<file path="src/logic/irq_init_pkg.sv">
// Constants, types and helpers shared by the cascaded interrupt controller pair
// ----------------------------------------------------------------------------
// Functional notes
// - A base-address write with bit 4 set is word one and starts initialization.
// - Exactly three writes to base plus one follow, taken as words two to four.
// - Word one bits 2 and 3 ignored; trigger type comes from a per-line input.
// - After all four words, base writes with bit 4 clear are control words two/three.
// - Bit 4 set in any base write restarts initialization from any state.
// - Word two bits 7:3 hold vector base; level code latched on first acknowledge fills 2:0.
// - Low vector bits are the binary level index; slave codes mean requests 8-15.
// - Slave word three holds identity 010b, compared with the master's broadcast code.
// - Word four bit 1 selects explicit or automatic end of interrupt.
// - Word four bit 4 enables special fully nested priority.
// - Plus-one writes only after initialization completes load the mask; master line two blocks slave.
// ----------------------------------------------------------------------------
package irq_init_pkg;

  // --------------------------------------------------------------------------
  // I/O map
  // --------------------------------------------------------------------------
  localparam logic [15:0] MASTER_BASE_ADDR = 16'h0020;
  localparam logic [15:0] MASTER_PLUS_ADDR = 16'h0021;
  localparam logic [15:0] SLAVE_BASE_ADDR  = 16'h00a0;
  localparam logic [15:0] SLAVE_PLUS_ADDR  = 16'h00a1;

  // --------------------------------------------------------------------------
  // Field positions
  // --------------------------------------------------------------------------
  localparam int INIT_SEL_BIT    = 4;
  localparam int CTRL3_SEL_BIT   = 3;
  localparam int AUTO_EOI_BIT    = 1;
  localparam int NESTED_BIT      = 4;
  localparam int VEC_BASE_LSB    = 3;
  localparam int EOI_CODE_LSB    = 5;
  localparam int READ_SEL_BIT    = 0;
  localparam int READ_EN_BIT     = 1;
  localparam logic [2:0] EOI_NONSPEC = 3'h1;
  localparam logic [2:0] EOI_SPEC    = 3'h3;
  localparam logic [7:0] MASK_RESET  = 8'h00;

  typedef enum logic [2:0] {
    ST_UNINIT,
    ST_WORD_TWO,
    ST_WORD_THREE,
    ST_WORD_FOUR,
    ST_READY
  } init_state_t;

  // Lowest index wins: fixed priority with line 0 highest
  function automatic logic [2:0] first_set(input logic [7:0] v);
    logic [2:0] idx;
    idx = 3'h7;
    for (int i = 7; i >= 0; i--) begin
      if (v[i]) begin
        idx = i[2:0];
      end
    end
    return idx;
  endfunction

endpackage

</file>
<file path="src/logic/irq_unit_if.sv">
// Signals between the top decoder and one interrupt unit
`timescale 1ns/1ps
interface irq_unit_if;
  logic       wr_base;
  logic       wr_plus;
  logic [7:0] wdata;
  logic [7:0] irq;
  logic [7:0] level_sel;
  logic       ack1;
  logic       ack2;
  logic       is_slave;
  logic [2:0] cas_in;
  logic       cas_in_sel;
  logic       int_req;
  logic       vec_drive;
  logic [7:0] vector;
  logic [2:0] cas_out;
  logic       cas_sel;
  logic [7:0] rd_base;
  logic [7:0] rd_plus;

  modport unit (
    input  wr_base, wr_plus, wdata, irq, level_sel, ack1, ack2, is_slave,
    input  cas_in, cas_in_sel,
    output int_req, vec_drive, vector, cas_out, cas_sel, rd_base, rd_plus
  );
  modport top (
    output wr_base, wr_plus, wdata, irq, level_sel, ack1, ack2, is_slave,
    output cas_in, cas_in_sel,
    input  int_req, vec_drive, vector, cas_out, cas_sel, rd_base, rd_plus
  );
endinterface

</file>
<file path="src/logic/irq_unit.sv">
// One interrupt unit: init sequence, request, in-service and acknowledge logic
`timescale 1ns/1ps
module irq_unit
  import irq_init_pkg::*;
#(
  parameter int LINES = 8
) (
  // Clock and reset
  input  wire logic  i_clk,
  input  wire logic  i_rstn,
  // Decoder side
  irq_unit_if.unit   u
);

  // Priority search and three-bit level code assume exactly eight lines
  if (LINES != 8) begin : g_lines_check
    $error("irq_unit serves exactly eight request lines");
  end

  init_state_t st_reg;
  logic [7:0]  irr_reg;
  logic [7:0]  isr_reg;
  logic [7:0]  prev_reg;
  logic [7:0]  mask_reg;
  logic [4:0]  base_reg;
  logic [7:0]  casc_reg;
  logic        auto_eoi_reg;
  logic        nested_reg;
  logic [1:0]  read_sel_reg;
  logic [2:0]  lvl_reg;
  logic        respond_reg;

  wire        ready     = (st_reg == ST_READY);
  wire        init_wr   = u.wr_base & u.wdata[INIT_SEL_BIT];
  wire        ctrl_wr   = u.wr_base & ~u.wdata[INIT_SEL_BIT] & ready;
  wire        ctl2_wr   = ctrl_wr & ~u.wdata[CTRL3_SEL_BIT];
  wire        ctl3_wr   = ctrl_wr & u.wdata[CTRL3_SEL_BIT];
  wire [2:0]  eoi_code  = u.wdata[EOI_CODE_LSB +: 3];
  wire [7:0]  pend      = irr_reg & ~mask_reg;
  wire [2:0]  pidx      = first_set(pend);
  wire [2:0]  iidx      = first_set(isr_reg);
  wire        isr_any   = |isr_reg;
  // Nested mode lets a cascade line re-enter at its own level
  wire        same_ok   = nested_reg & casc_reg[pidx] & ~u.is_slave;
  wire        beats_isr = ~isr_any | (pidx < iidx) | ((pidx == iidx) & same_ok);
  wire        req       = ready & (|pend) & beats_isr;
  wire        is_casc   = ~u.is_slave & casc_reg[pidx];
  wire        slave_hit = u.is_slave & u.cas_in_sel & (u.cas_in == casc_reg[2:0]);
  wire        take      = u.ack1 & req & (~u.is_slave | slave_hit);
  wire [7:0]  take_bit  = take ? (8'h01 << pidx) : 8'h00;
  wire [7:0]  edge_set  = u.irq & ~prev_reg & ~u.level_sel;
  wire [7:0]  irr_edge  = (irr_reg & ~take_bit) | edge_set;               // Set beats clear
  wire [7:0]  irr_next  = init_wr ? 8'h00 : ((irr_edge & ~u.level_sel) | (u.irq & u.level_sel));
  wire [2:0]  eoi_lvl   = (eoi_code == EOI_SPEC) ? u.wdata[2:0] : iidx;
  wire        eoi_hit   = ctl2_wr & ((eoi_code == EOI_NONSPEC) | (eoi_code == EOI_SPEC));
  wire [7:0]  eoi_bit   = eoi_hit ? (8'h01 << eoi_lvl) : 8'h00;
  wire [7:0]  aeoi_bit  = (u.ack2 & auto_eoi_reg & ready) ? (8'h01 << lvl_reg) : 8'h00;
  wire [7:0]  isr_next  = init_wr ? 8'h00 : ((isr_reg & ~eoi_bit & ~aeoi_bit) | take_bit);

  assign u.int_req   = req;
  assign u.cas_out   = pidx;
  assign u.cas_sel   = req & is_casc;
  assign u.vec_drive = u.ack2 & respond_reg;
  assign u.vector    = {base_reg, lvl_reg};
  assign u.rd_plus   = mask_reg;
  assign u.rd_base   = read_sel_reg[READ_SEL_BIT] ? isr_reg : irr_reg;

  // --------------------------------------------------------------------------
  // Initialization sequence
  // --------------------------------------------------------------------------
  // Word one bits 2 and 3 are never looked at: trigger type is per line input
  always_ff @(posedge i_clk or negedge i_rstn) begin
    if (!i_rstn) begin
      st_reg <= ST_UNINIT;
    end else if (init_wr) begin
      st_reg <= ST_WORD_TWO;
    end else if (u.wr_plus) begin
      case (st_reg)
        ST_WORD_TWO:   st_reg <= ST_WORD_THREE;
        ST_WORD_THREE: st_reg <= ST_WORD_FOUR;
        ST_WORD_FOUR:  st_reg <= ST_READY;
        default:       st_reg <= st_reg;
      endcase
    end
  end

  always_ff @(posedge i_clk or negedge i_rstn) begin
    if (!i_rstn) begin
      base_reg     <= '0;
      casc_reg     <= '0;
      auto_eoi_reg <= 1'b0;
      nested_reg   <= 1'b0;
    end else if (u.wr_plus) begin
      if (st_reg == ST_WORD_TWO) begin
        base_reg <= u.wdata[7:VEC_BASE_LSB];
      end
      if (st_reg == ST_WORD_THREE) begin
        casc_reg <= u.wdata;
      end
      if (st_reg == ST_WORD_FOUR) begin
        auto_eoi_reg <= u.wdata[AUTO_EOI_BIT];
        nested_reg   <= u.wdata[NESTED_BIT];
      end
    end
  end

  // --------------------------------------------------------------------------
  // Mask, read select, request and service state
  // --------------------------------------------------------------------------
  always_ff @(posedge i_clk or negedge i_rstn) begin
    if (!i_rstn) begin
      mask_reg     <= MASK_RESET;
      read_sel_reg <= '0;
    end else begin
      if (u.wr_plus & ready) begin
        mask_reg <= u.wdata;
      end
      if (ctl3_wr & u.wdata[READ_EN_BIT]) begin
        read_sel_reg <= u.wdata[1:0];
      end
    end
  end

  always_ff @(posedge i_clk or negedge i_rstn) begin
    if (!i_rstn) begin
      irr_reg  <= '0;
      isr_reg  <= '0;
      prev_reg <= '0;
    end else begin
      irr_reg  <= irr_next;
      isr_reg  <= isr_next;
      prev_reg <= u.irq;
    end
  end

  // --------------------------------------------------------------------------
  // Acknowledge capture
  // --------------------------------------------------------------------------
  always_ff @(posedge i_clk or negedge i_rstn) begin
    if (!i_rstn) begin
      lvl_reg     <= '0;
      respond_reg <= 1'b0;
    end else if (init_wr) begin
      respond_reg <= 1'b0;
    end else if (u.ack1) begin
      lvl_reg     <= pidx;
      respond_reg <= take & ~is_casc;
    end
  end

endmodule

</file>
<file path="src/logic/cascaded_irq_ctrl_init.sv">
// Top of the cascaded interrupt controller pair: I/O decode, sync, vector out
`timescale 1ns/1ps
module cascaded_irq_ctrl_init
  import irq_init_pkg::*;
(
  // Clock and reset
  input  wire logic        i_clk,
  input  wire logic        i_rstn,
  // Processor I/O port
  input  wire logic        i_io_wr,
  input  wire logic        i_io_rd,
  input  wire logic [15:0] i_io_addr,
  input  wire logic [7:0]  i_io_wdata,
  output logic      [7:0]  o_io_rdata,
  // Request pins and per-line trigger type (1 = level)
  input  wire logic [15:0] i_irq,
  input  wire logic [15:0] i_trigger_type_select,
  // Acknowledge and vector
  input  wire logic        i_interrupt_acknowledge_n,
  output logic             o_int,
  output logic      [7:0]  o_vec_data,
  output logic             o_vec_valid
);

  localparam int MASTER      = 0;
  localparam int SLAVE       = 1;
  localparam int CASC_LINE   = 2;

  irq_unit_if uif [2] ();

  logic [15:0] irq_meta_reg;
  logic [15:0] irq_sync_reg;
  logic        ack_meta_reg;
  logic        ack_sync_reg;
  logic        ack_prev_reg;
  logic        ack_second_reg;

  // --------------------------------------------------------------------------
  // Pin synchronisers
  // --------------------------------------------------------------------------
  always_ff @(posedge i_clk or negedge i_rstn) begin
    if (!i_rstn) begin
      irq_meta_reg <= '0;
      irq_sync_reg <= '0;
      ack_meta_reg <= 1'b1;
      ack_sync_reg <= 1'b1;
      ack_prev_reg <= 1'b1;
    end else begin
      irq_meta_reg <= i_irq;
      irq_sync_reg <= irq_meta_reg;
      ack_meta_reg <= i_interrupt_acknowledge_n;
      ack_sync_reg <= ack_meta_reg;
      ack_prev_reg <= ack_sync_reg;
    end
  end

  // Two acknowledge pulses per interrupt; the second carries the vector
  wire ack_fall = ack_prev_reg & ~ack_sync_reg;
  wire ack1     = ack_fall & ~ack_second_reg;
  wire ack2     = ack_fall & ack_second_reg;

  always_ff @(posedge i_clk or negedge i_rstn) begin
    if (!i_rstn) begin
      ack_second_reg <= 1'b0;
    end else if (ack_fall) begin
      ack_second_reg <= ~ack_second_reg;
    end
  end

  // --------------------------------------------------------------------------
  // Address decode
  // --------------------------------------------------------------------------
  wire m_base = (i_io_addr == MASTER_BASE_ADDR);
  wire m_plus = (i_io_addr == MASTER_PLUS_ADDR);
  wire s_base = (i_io_addr == SLAVE_BASE_ADDR);
  wire s_plus = (i_io_addr == SLAVE_PLUS_ADDR);

  assign uif[MASTER].wr_base    = i_io_wr & m_base;
  assign uif[MASTER].wr_plus    = i_io_wr & m_plus;
  assign uif[SLAVE].wr_base     = i_io_wr & s_base;
  assign uif[SLAVE].wr_plus     = i_io_wr & s_plus;
  assign uif[MASTER].wdata      = i_io_wdata;
  assign uif[SLAVE].wdata       = i_io_wdata;

  // Slave output replaces the master's line two; the master mask then gates it
  assign uif[MASTER].irq        = {irq_sync_reg[7:CASC_LINE+1], uif[SLAVE].int_req,
                                   irq_sync_reg[CASC_LINE-1:0]};
  assign uif[SLAVE].irq         = irq_sync_reg[15:8];
  assign uif[MASTER].level_sel  = {i_trigger_type_select[7:CASC_LINE+1], 1'b1,
                                   i_trigger_type_select[CASC_LINE-1:0]};
  assign uif[SLAVE].level_sel   = i_trigger_type_select[15:8];
  assign uif[MASTER].ack1       = ack1;
  assign uif[MASTER].ack2       = ack2;
  assign uif[SLAVE].ack1        = ack1;
  assign uif[SLAVE].ack2        = ack2;
  assign uif[MASTER].is_slave   = 1'b0;
  assign uif[SLAVE].is_slave    = 1'b1;
  assign uif[MASTER].cas_in     = 3'h0;
  assign uif[MASTER].cas_in_sel = 1'b0;
  assign uif[SLAVE].cas_in      = uif[MASTER].cas_out;
  assign uif[SLAVE].cas_in_sel  = uif[MASTER].cas_sel;

  irq_unit #(.LINES(8)) u_master (
    .i_clk  (i_clk),
    .i_rstn (i_rstn),
    .u      (uif[MASTER])
  );

  irq_unit #(.LINES(8)) u_slave (
    .i_clk  (i_clk),
    .i_rstn (i_rstn),
    .u      (uif[SLAVE])
  );

  // --------------------------------------------------------------------------
  // Read data and vector output
  // --------------------------------------------------------------------------
  wire [7:0] rd_mux = m_base ? uif[MASTER].rd_base :
                      m_plus ? uif[MASTER].rd_plus :
                      s_base ? uif[SLAVE].rd_base  :
                      s_plus ? uif[SLAVE].rd_plus  : 8'h00;
  wire       vec_any = uif[MASTER].vec_drive | uif[SLAVE].vec_drive;
  wire [7:0] vec_mux = uif[SLAVE].vec_drive ? uif[SLAVE].vector : uif[MASTER].vector;

  always_ff @(posedge i_clk or negedge i_rstn) begin
    if (!i_rstn) begin
      o_io_rdata  <= 8'h00;
      o_vec_data  <= 8'h00;
      o_vec_valid <= 1'b0;
      o_int       <= 1'b0;
    end else begin
      if (i_io_rd) begin
        o_io_rdata <= rd_mux;
      end
      if (vec_any) begin
        o_vec_data <= vec_mux;
      end
      o_vec_valid <= vec_any;
      o_int       <= uif[MASTER].int_req;
    end
  end

endmodule

</file>
<file path="config.mk">
export PLATFORM = sky130hd
export DESIGN_NAME = cascaded_irq_ctrl_init
export DESIGN_NICKNAME = d
export VERILOG_FILES = /design/src/logic/irq_init_pkg.sv /design/src/logic/irq_unit_if.sv /design/src/logic/irq_unit.sv /design/src/logic/cascaded_irq_ctrl_init.sv
export SDC_FILE = /design/constraint.sdc
export NUM_CORES = 1
export LEC_CHECK = 0
export ABC_AREA = 1
export BUFFER_PORTS_ARGS = -buffer_cell sky130_fd_sc_hd__clkbuf_2
export CORE_MARGIN = 4
export CORE_UTILIZATION = 50
export CTS_CLUSTER_DIAMETER = 60
export DETAILED_ROUTE_END_ITERATION = 8
export PLACE_DENSITY = 0.72
export SLEW_MARGIN = 20
export SYNTH_ARGS = -nofsm -noshare
export SYNTH_HDL_FRONTEND = slang
export SYNTH_SLANG_ARGS = --single-unit
</file>
<file path="constraint.sdc">
create_clock -name i_clk -period 2.5 [get_ports i_clk]
set_clock_uncertainty 0.05 [all_clocks]
set_input_delay 0.25 -clock i_clk [delete_from_list [all_inputs] [get_ports i_clk]]
set_output_delay 0.25 -clock i_clk [all_outputs]
set_load 0.1 [all_outputs]
</file>
==> PnR_summary.wiki <==
{| class="wikitable"
! Metric !! Value
|-
| Outcome || completed
|-
| Reg2reg setup slack || 0.13 ns
|-
| Clock tree from TritonCTS || yes
|-
| Stages on the worst setup path || 14
|-
| WL per Instance || 17.1 um
|-
| Count of state elements after synthesis || 155
|-
| Number of nets in the synthesized netlist || 908
|-
| Number of port buffers || 76
|-
| Leakage power of the design || about 4.2 nW
|-
| Layout cell share with drive strength beyond 1 || 18.5%
|-
| Post-detailed-route DRC marker count || 0
|-
| Number of DRC markers after the initial detailed-route iteration || 550
|-
| Root cell of the clock tree || sky130_fd_sc_hd__clkbuf_16
|-
| Power per Cell Area || 734 nW/um^2
|-
| Number of synthesized flops with an enable pin || 0
|-
| Final layout net count || 1040
|-
| Final Hold Vio Count || 0
|-
| Mean instance size in the synthesized netlist || 8.50 sq um
|-
| Max-slew violation count || 0
|-
| RePlAce Congestion || about 0.95
|-
| Achievable clock frequency || 422 MHz
|-
| Count of synthesis-stage warnings from yosys || 0
|-
| Number of antenna violations at the first check in global routing || 0
|-
| Number of core rows || 43
|-
| Buffers and inverters on the worst path || 3
|-
| Overall die area || about 16000 sq um
|-
| Dominant combinational cell family by area after synthesis || simple AND/OR/NAND/NOR gates
|-
| Number of global-route vias before repair || 6172
|-
| Sequential area share after synthesis || between 50% and 60%
|-
| Critical path data arrival time || between 2 and 3 ns
|-
| Die height || around 130 um
|-
| Worst Setup End Kind || flop
|-
| Cell accounting for the most synthesized area || sky130_fd_sc_hd__dfrtp_1
|-
| Startpoint type of the worst setup path || flop
|-
| Die X || 128 um
|-
| Post-Synth XOR/XNOR Area || 0.122%
|-
| Net switching power || 2.04 mW
|-
| H-tree Lvls || 4
|-
| Required @ worst endpoint || between 2 and 3 ns
|-
| TNS Setup || 0 ns
|-
| Pin count of the biggest net entering global routing || 66
|-
| Area fraction of the dominant cell type after synthesis || a little over half
|-
| Ordered list of cells on the worst path || inv_1 -> or2_1 -> nand2_2 -> nor2_4 -> buf_4 -> inv_2 -> nand4_1 -> nand3_2 -> nand2_2 -> nand2_2 -> nand2_4 -> nand4_1 -> nand2_1 -> a21oi_2
|-
| Number of buffers on the longest clock path || 2
|-
| Worst IR Drop VDD || 0.845 mV
|-
| Vias per inst || about 5.5
|-
| Total wire length after detailed routing || around 20000 um
|-
| Setup repair after global routing missed its margin || no
|-
| Worst Hold Launch || i_trigger_type_select[5]
|-
| Sw Share || a little under a third
|-
| Leftover overflow at the end of global routing || 0
|-
| Max capacitance violation total || 0
|-
| Top cell family by delay on the critical path || simple AND/OR/NAND/NOR gates
|-
| Delay of the slowest cell on the worst path || 0.38 ns
|-
| Worst setup path startpoint || u_master.irr_reg[1]
|-
| Slew at the pin closest to its max-slew limit || 0.646 ns
|-
| Number of cells produced by synthesis || around 840
|-
| HPWL after detailed placement || between 10000 and 15000 um
|-
| Synthesized cell area || 7160 sq um
|-
| Layout overhead on the synthesized area || 22.6%
|-
| Leading post-synthesis cells by instance count || sky130_fd_sc_hd__nand2_1, sky130_fd_sc_hd__dfrtp_1, sky130_fd_sc_hd__inv_1
|-
| Depth of the worst register-to-register path || 14
|-
| Fraction of registers with async set or reset after synthesis || between 90% and 100%
|-
| Initial Utilization || 51.4%
|-
| Sequential group share of total power || about 43%
|-
| Worst hold path class || in2reg
|-
| Share of synthesized cell area in full adder, half adder and majority cells || 0.874%
|-
| First-pass GRT wire length || 31400 um
|-
| Cell repeated most along the worst path || sky130_fd_sc_hd__nand2_2
|-
| Core Footprint || approximately 14000 sq um
|-
| Time the final worst path needs with I/O delays and setup || about 2.4 ns
|-
| Part of the total power dissipated in the clock network || 40.1%
|-
| Commonest register cell after synthesis || sky130_fd_sc_hd__dfrtp_1
|-
| Combinational share of power || 17.2%
|-
| Number of sinks driven by the clock tree || 155
|-
| Final critical-path share of the clock period || 94.8%
|-
| Clk pin slew, worst setup/hold paths || ~0.060 ns
|-
| Share of cell area taken by muxes after synthesis || 0.140%
|-
| Worst-path maximum fanout || 8
|-
| Worst setup path class || reg2reg
|-
| Drt first pass iters || 5
|-
| Remaining antenna violation count after routing || 0
|-
| Leading cell types by total area after synthesis || sky130_fd_sc_hd__dfrtp_1, sky130_fd_sc_hd__nand2_1, sky130_fd_sc_hd__o21ai_0
|-
| Internal || 4.40 mW
|-
| Fraction of the mapped netlist area in compound gates || 16.2%
|-
| Diode count || 0
|-
| Total number of vias || 6379
|-
| Endpoint of the most critical setup path || u_master.irr_reg[7]
|-
| Worst r2r dst || u_master.irr_reg[7]
|-
| Worst reg2reg startpoint || u_master.irr_reg[1]
|-
| Global routing usage summed across all routing layers || 24.8%
|-
| Critical-path cell with the highest stage delay || sky130_fd_sc_hd__dfrtp_1
|-
| Simple-gate portion of the synthesized area || 21.2%
|-
| Post-synthesis cell type count || between 40 and 50
|-
| Worst rel slew slack || 56.9%
|-
| Inserted Clock Buffers || 17
|-
| Hold Worst Slack || between 0.04 and 0.05 ns
|-
| Setup-violating endpoint count in the final report || 0
|-
| Number of I/O pins || 79
|-
| Clock insertion delay at the later pin of the skew report || ~0.43 ns
|-
| Cell with the most instances after synthesis || sky130_fd_sc_hd__nand2_1
|}
## worst reg2reg max path: stages, from the launching register on
cell	delay, ns
sky130_fd_sc_hd__dfrtp_1	0.38
sky130_fd_sc_hd__inv_1	0.09
sky130_fd_sc_hd__or2_1	0.15
sky130_fd_sc_hd__nand2_2	0.09
sky130_fd_sc_hd__nor2_4	0.18
sky130_fd_sc_hd__buf_4	0.19
sky130_fd_sc_hd__inv_2	0.07
sky130_fd_sc_hd__nand4_1	0.11
sky130_fd_sc_hd__nand3_2	0.10
sky130_fd_sc_hd__nand2_2	0.09
sky130_fd_sc_hd__nand2_2	0.13
sky130_fd_sc_hd__nand2_4	0.18
sky130_fd_sc_hd__nand4_1	0.20
sky130_fd_sc_hd__nand2_1	0.16
sky130_fd_sc_hd__a21oi_2	0.07
## final cells by class
type	instances	area [sq um]
Clock buffer	17	425
Fill cell	1201	5160
Multi-Input combinational cell	556	2820
Sequential cell	155	3880
Timing Repair Buffer	124	802
Inverter	120	450
Tap cell	180	225
Clock inverter	15	168
## cell families after synthesis
family / Yosys count
simple gates: 347
buf+inv: 133
mux: 1
fa+ha+maj: 5
flops: 155
xor+xnor: 1
compound gates: 200
## worst min path at each step
stage / depth (start not counted) / endpoint
floorplan: 0 / ack_second_reg
global route: 4 / u_master.irr_reg[5]
CTS: 4 / u_slave.irr_reg[1]
global placement: 1 / u_master.lvl_reg[0]
detailed placement: 1 / u_master.lvl_reg[2]
finish: 4 / u_master.irr_reg[5]
## power by group through the flow
stage                     clock network (mW)  logic, mW  registers, mW
after floorplan                            0      0.330           3.20
after global placement                     0       1.05           2.79
after detailed placement                   0       1.06           2.79
after CTS                               2.62       1.09           2.75
after global routing                    2.73       1.19           2.76
final                                   2.58       1.11           2.75
## layer usage
layer	track usage (%)	share of wire (%)	wire length [um]	vias up
li1	-	-	-	3075
met1	33.2	42	8470	2992
met2	39.6	47	9390	262
met3	5.35	6.9	1380	50
met4	9.99	3.6	714	0
met5	0	0	0	-
## through the flow
stage / total power, mW / instances / cell area, sq um / setup WS (ns) / util [%]
2_1_floorplan: 3.53 / 842 / 7160 / 0.330 / -
3_3_place_gp: 3.84 / 1114 / 7940 / 0.152 / 56.9
3_5_place_dp: 3.86 / 1114 / 7940 / 0.132 / 56.9
4_1_cts: 6.46 / 1163 / 8700 / 0.0569 / 62.4
5_1_grt: 6.68 / 1167 / 8780 / 0.00196 / 63.0
6_report: 6.44 / 1167 / 8780 / 0.131 / 63.0
## placed cells by master, fill, tap and decap left out, drive strengths merged, types with 3 or more instances in the layout
master,n
a22oi,3
dlygate4sd3,17
o311ai,5
nor3,14
nor4,3
a211oi,6
or2,5
a21oi,54
clkinv,8
buf,32
a41oi,4
o21ai,96
clkinvlp,3
dfstp,3
nor2,89
clkbuf,92
nand2,177
o221ai,8
dfrtp,152
nand4,22
ha,5
nand3,37
inv,122
o211ai,3
o31ai,3
o22ai,7
## timing repair
action	4_1_cts	5_1_grt
endpoints found under the setup margin	0	31
hold buffers	17	0
hold endpoints to repair	76	0
resized for setup	0	14
buffers inserted	0	2
(Power assumes the default switching activity.)
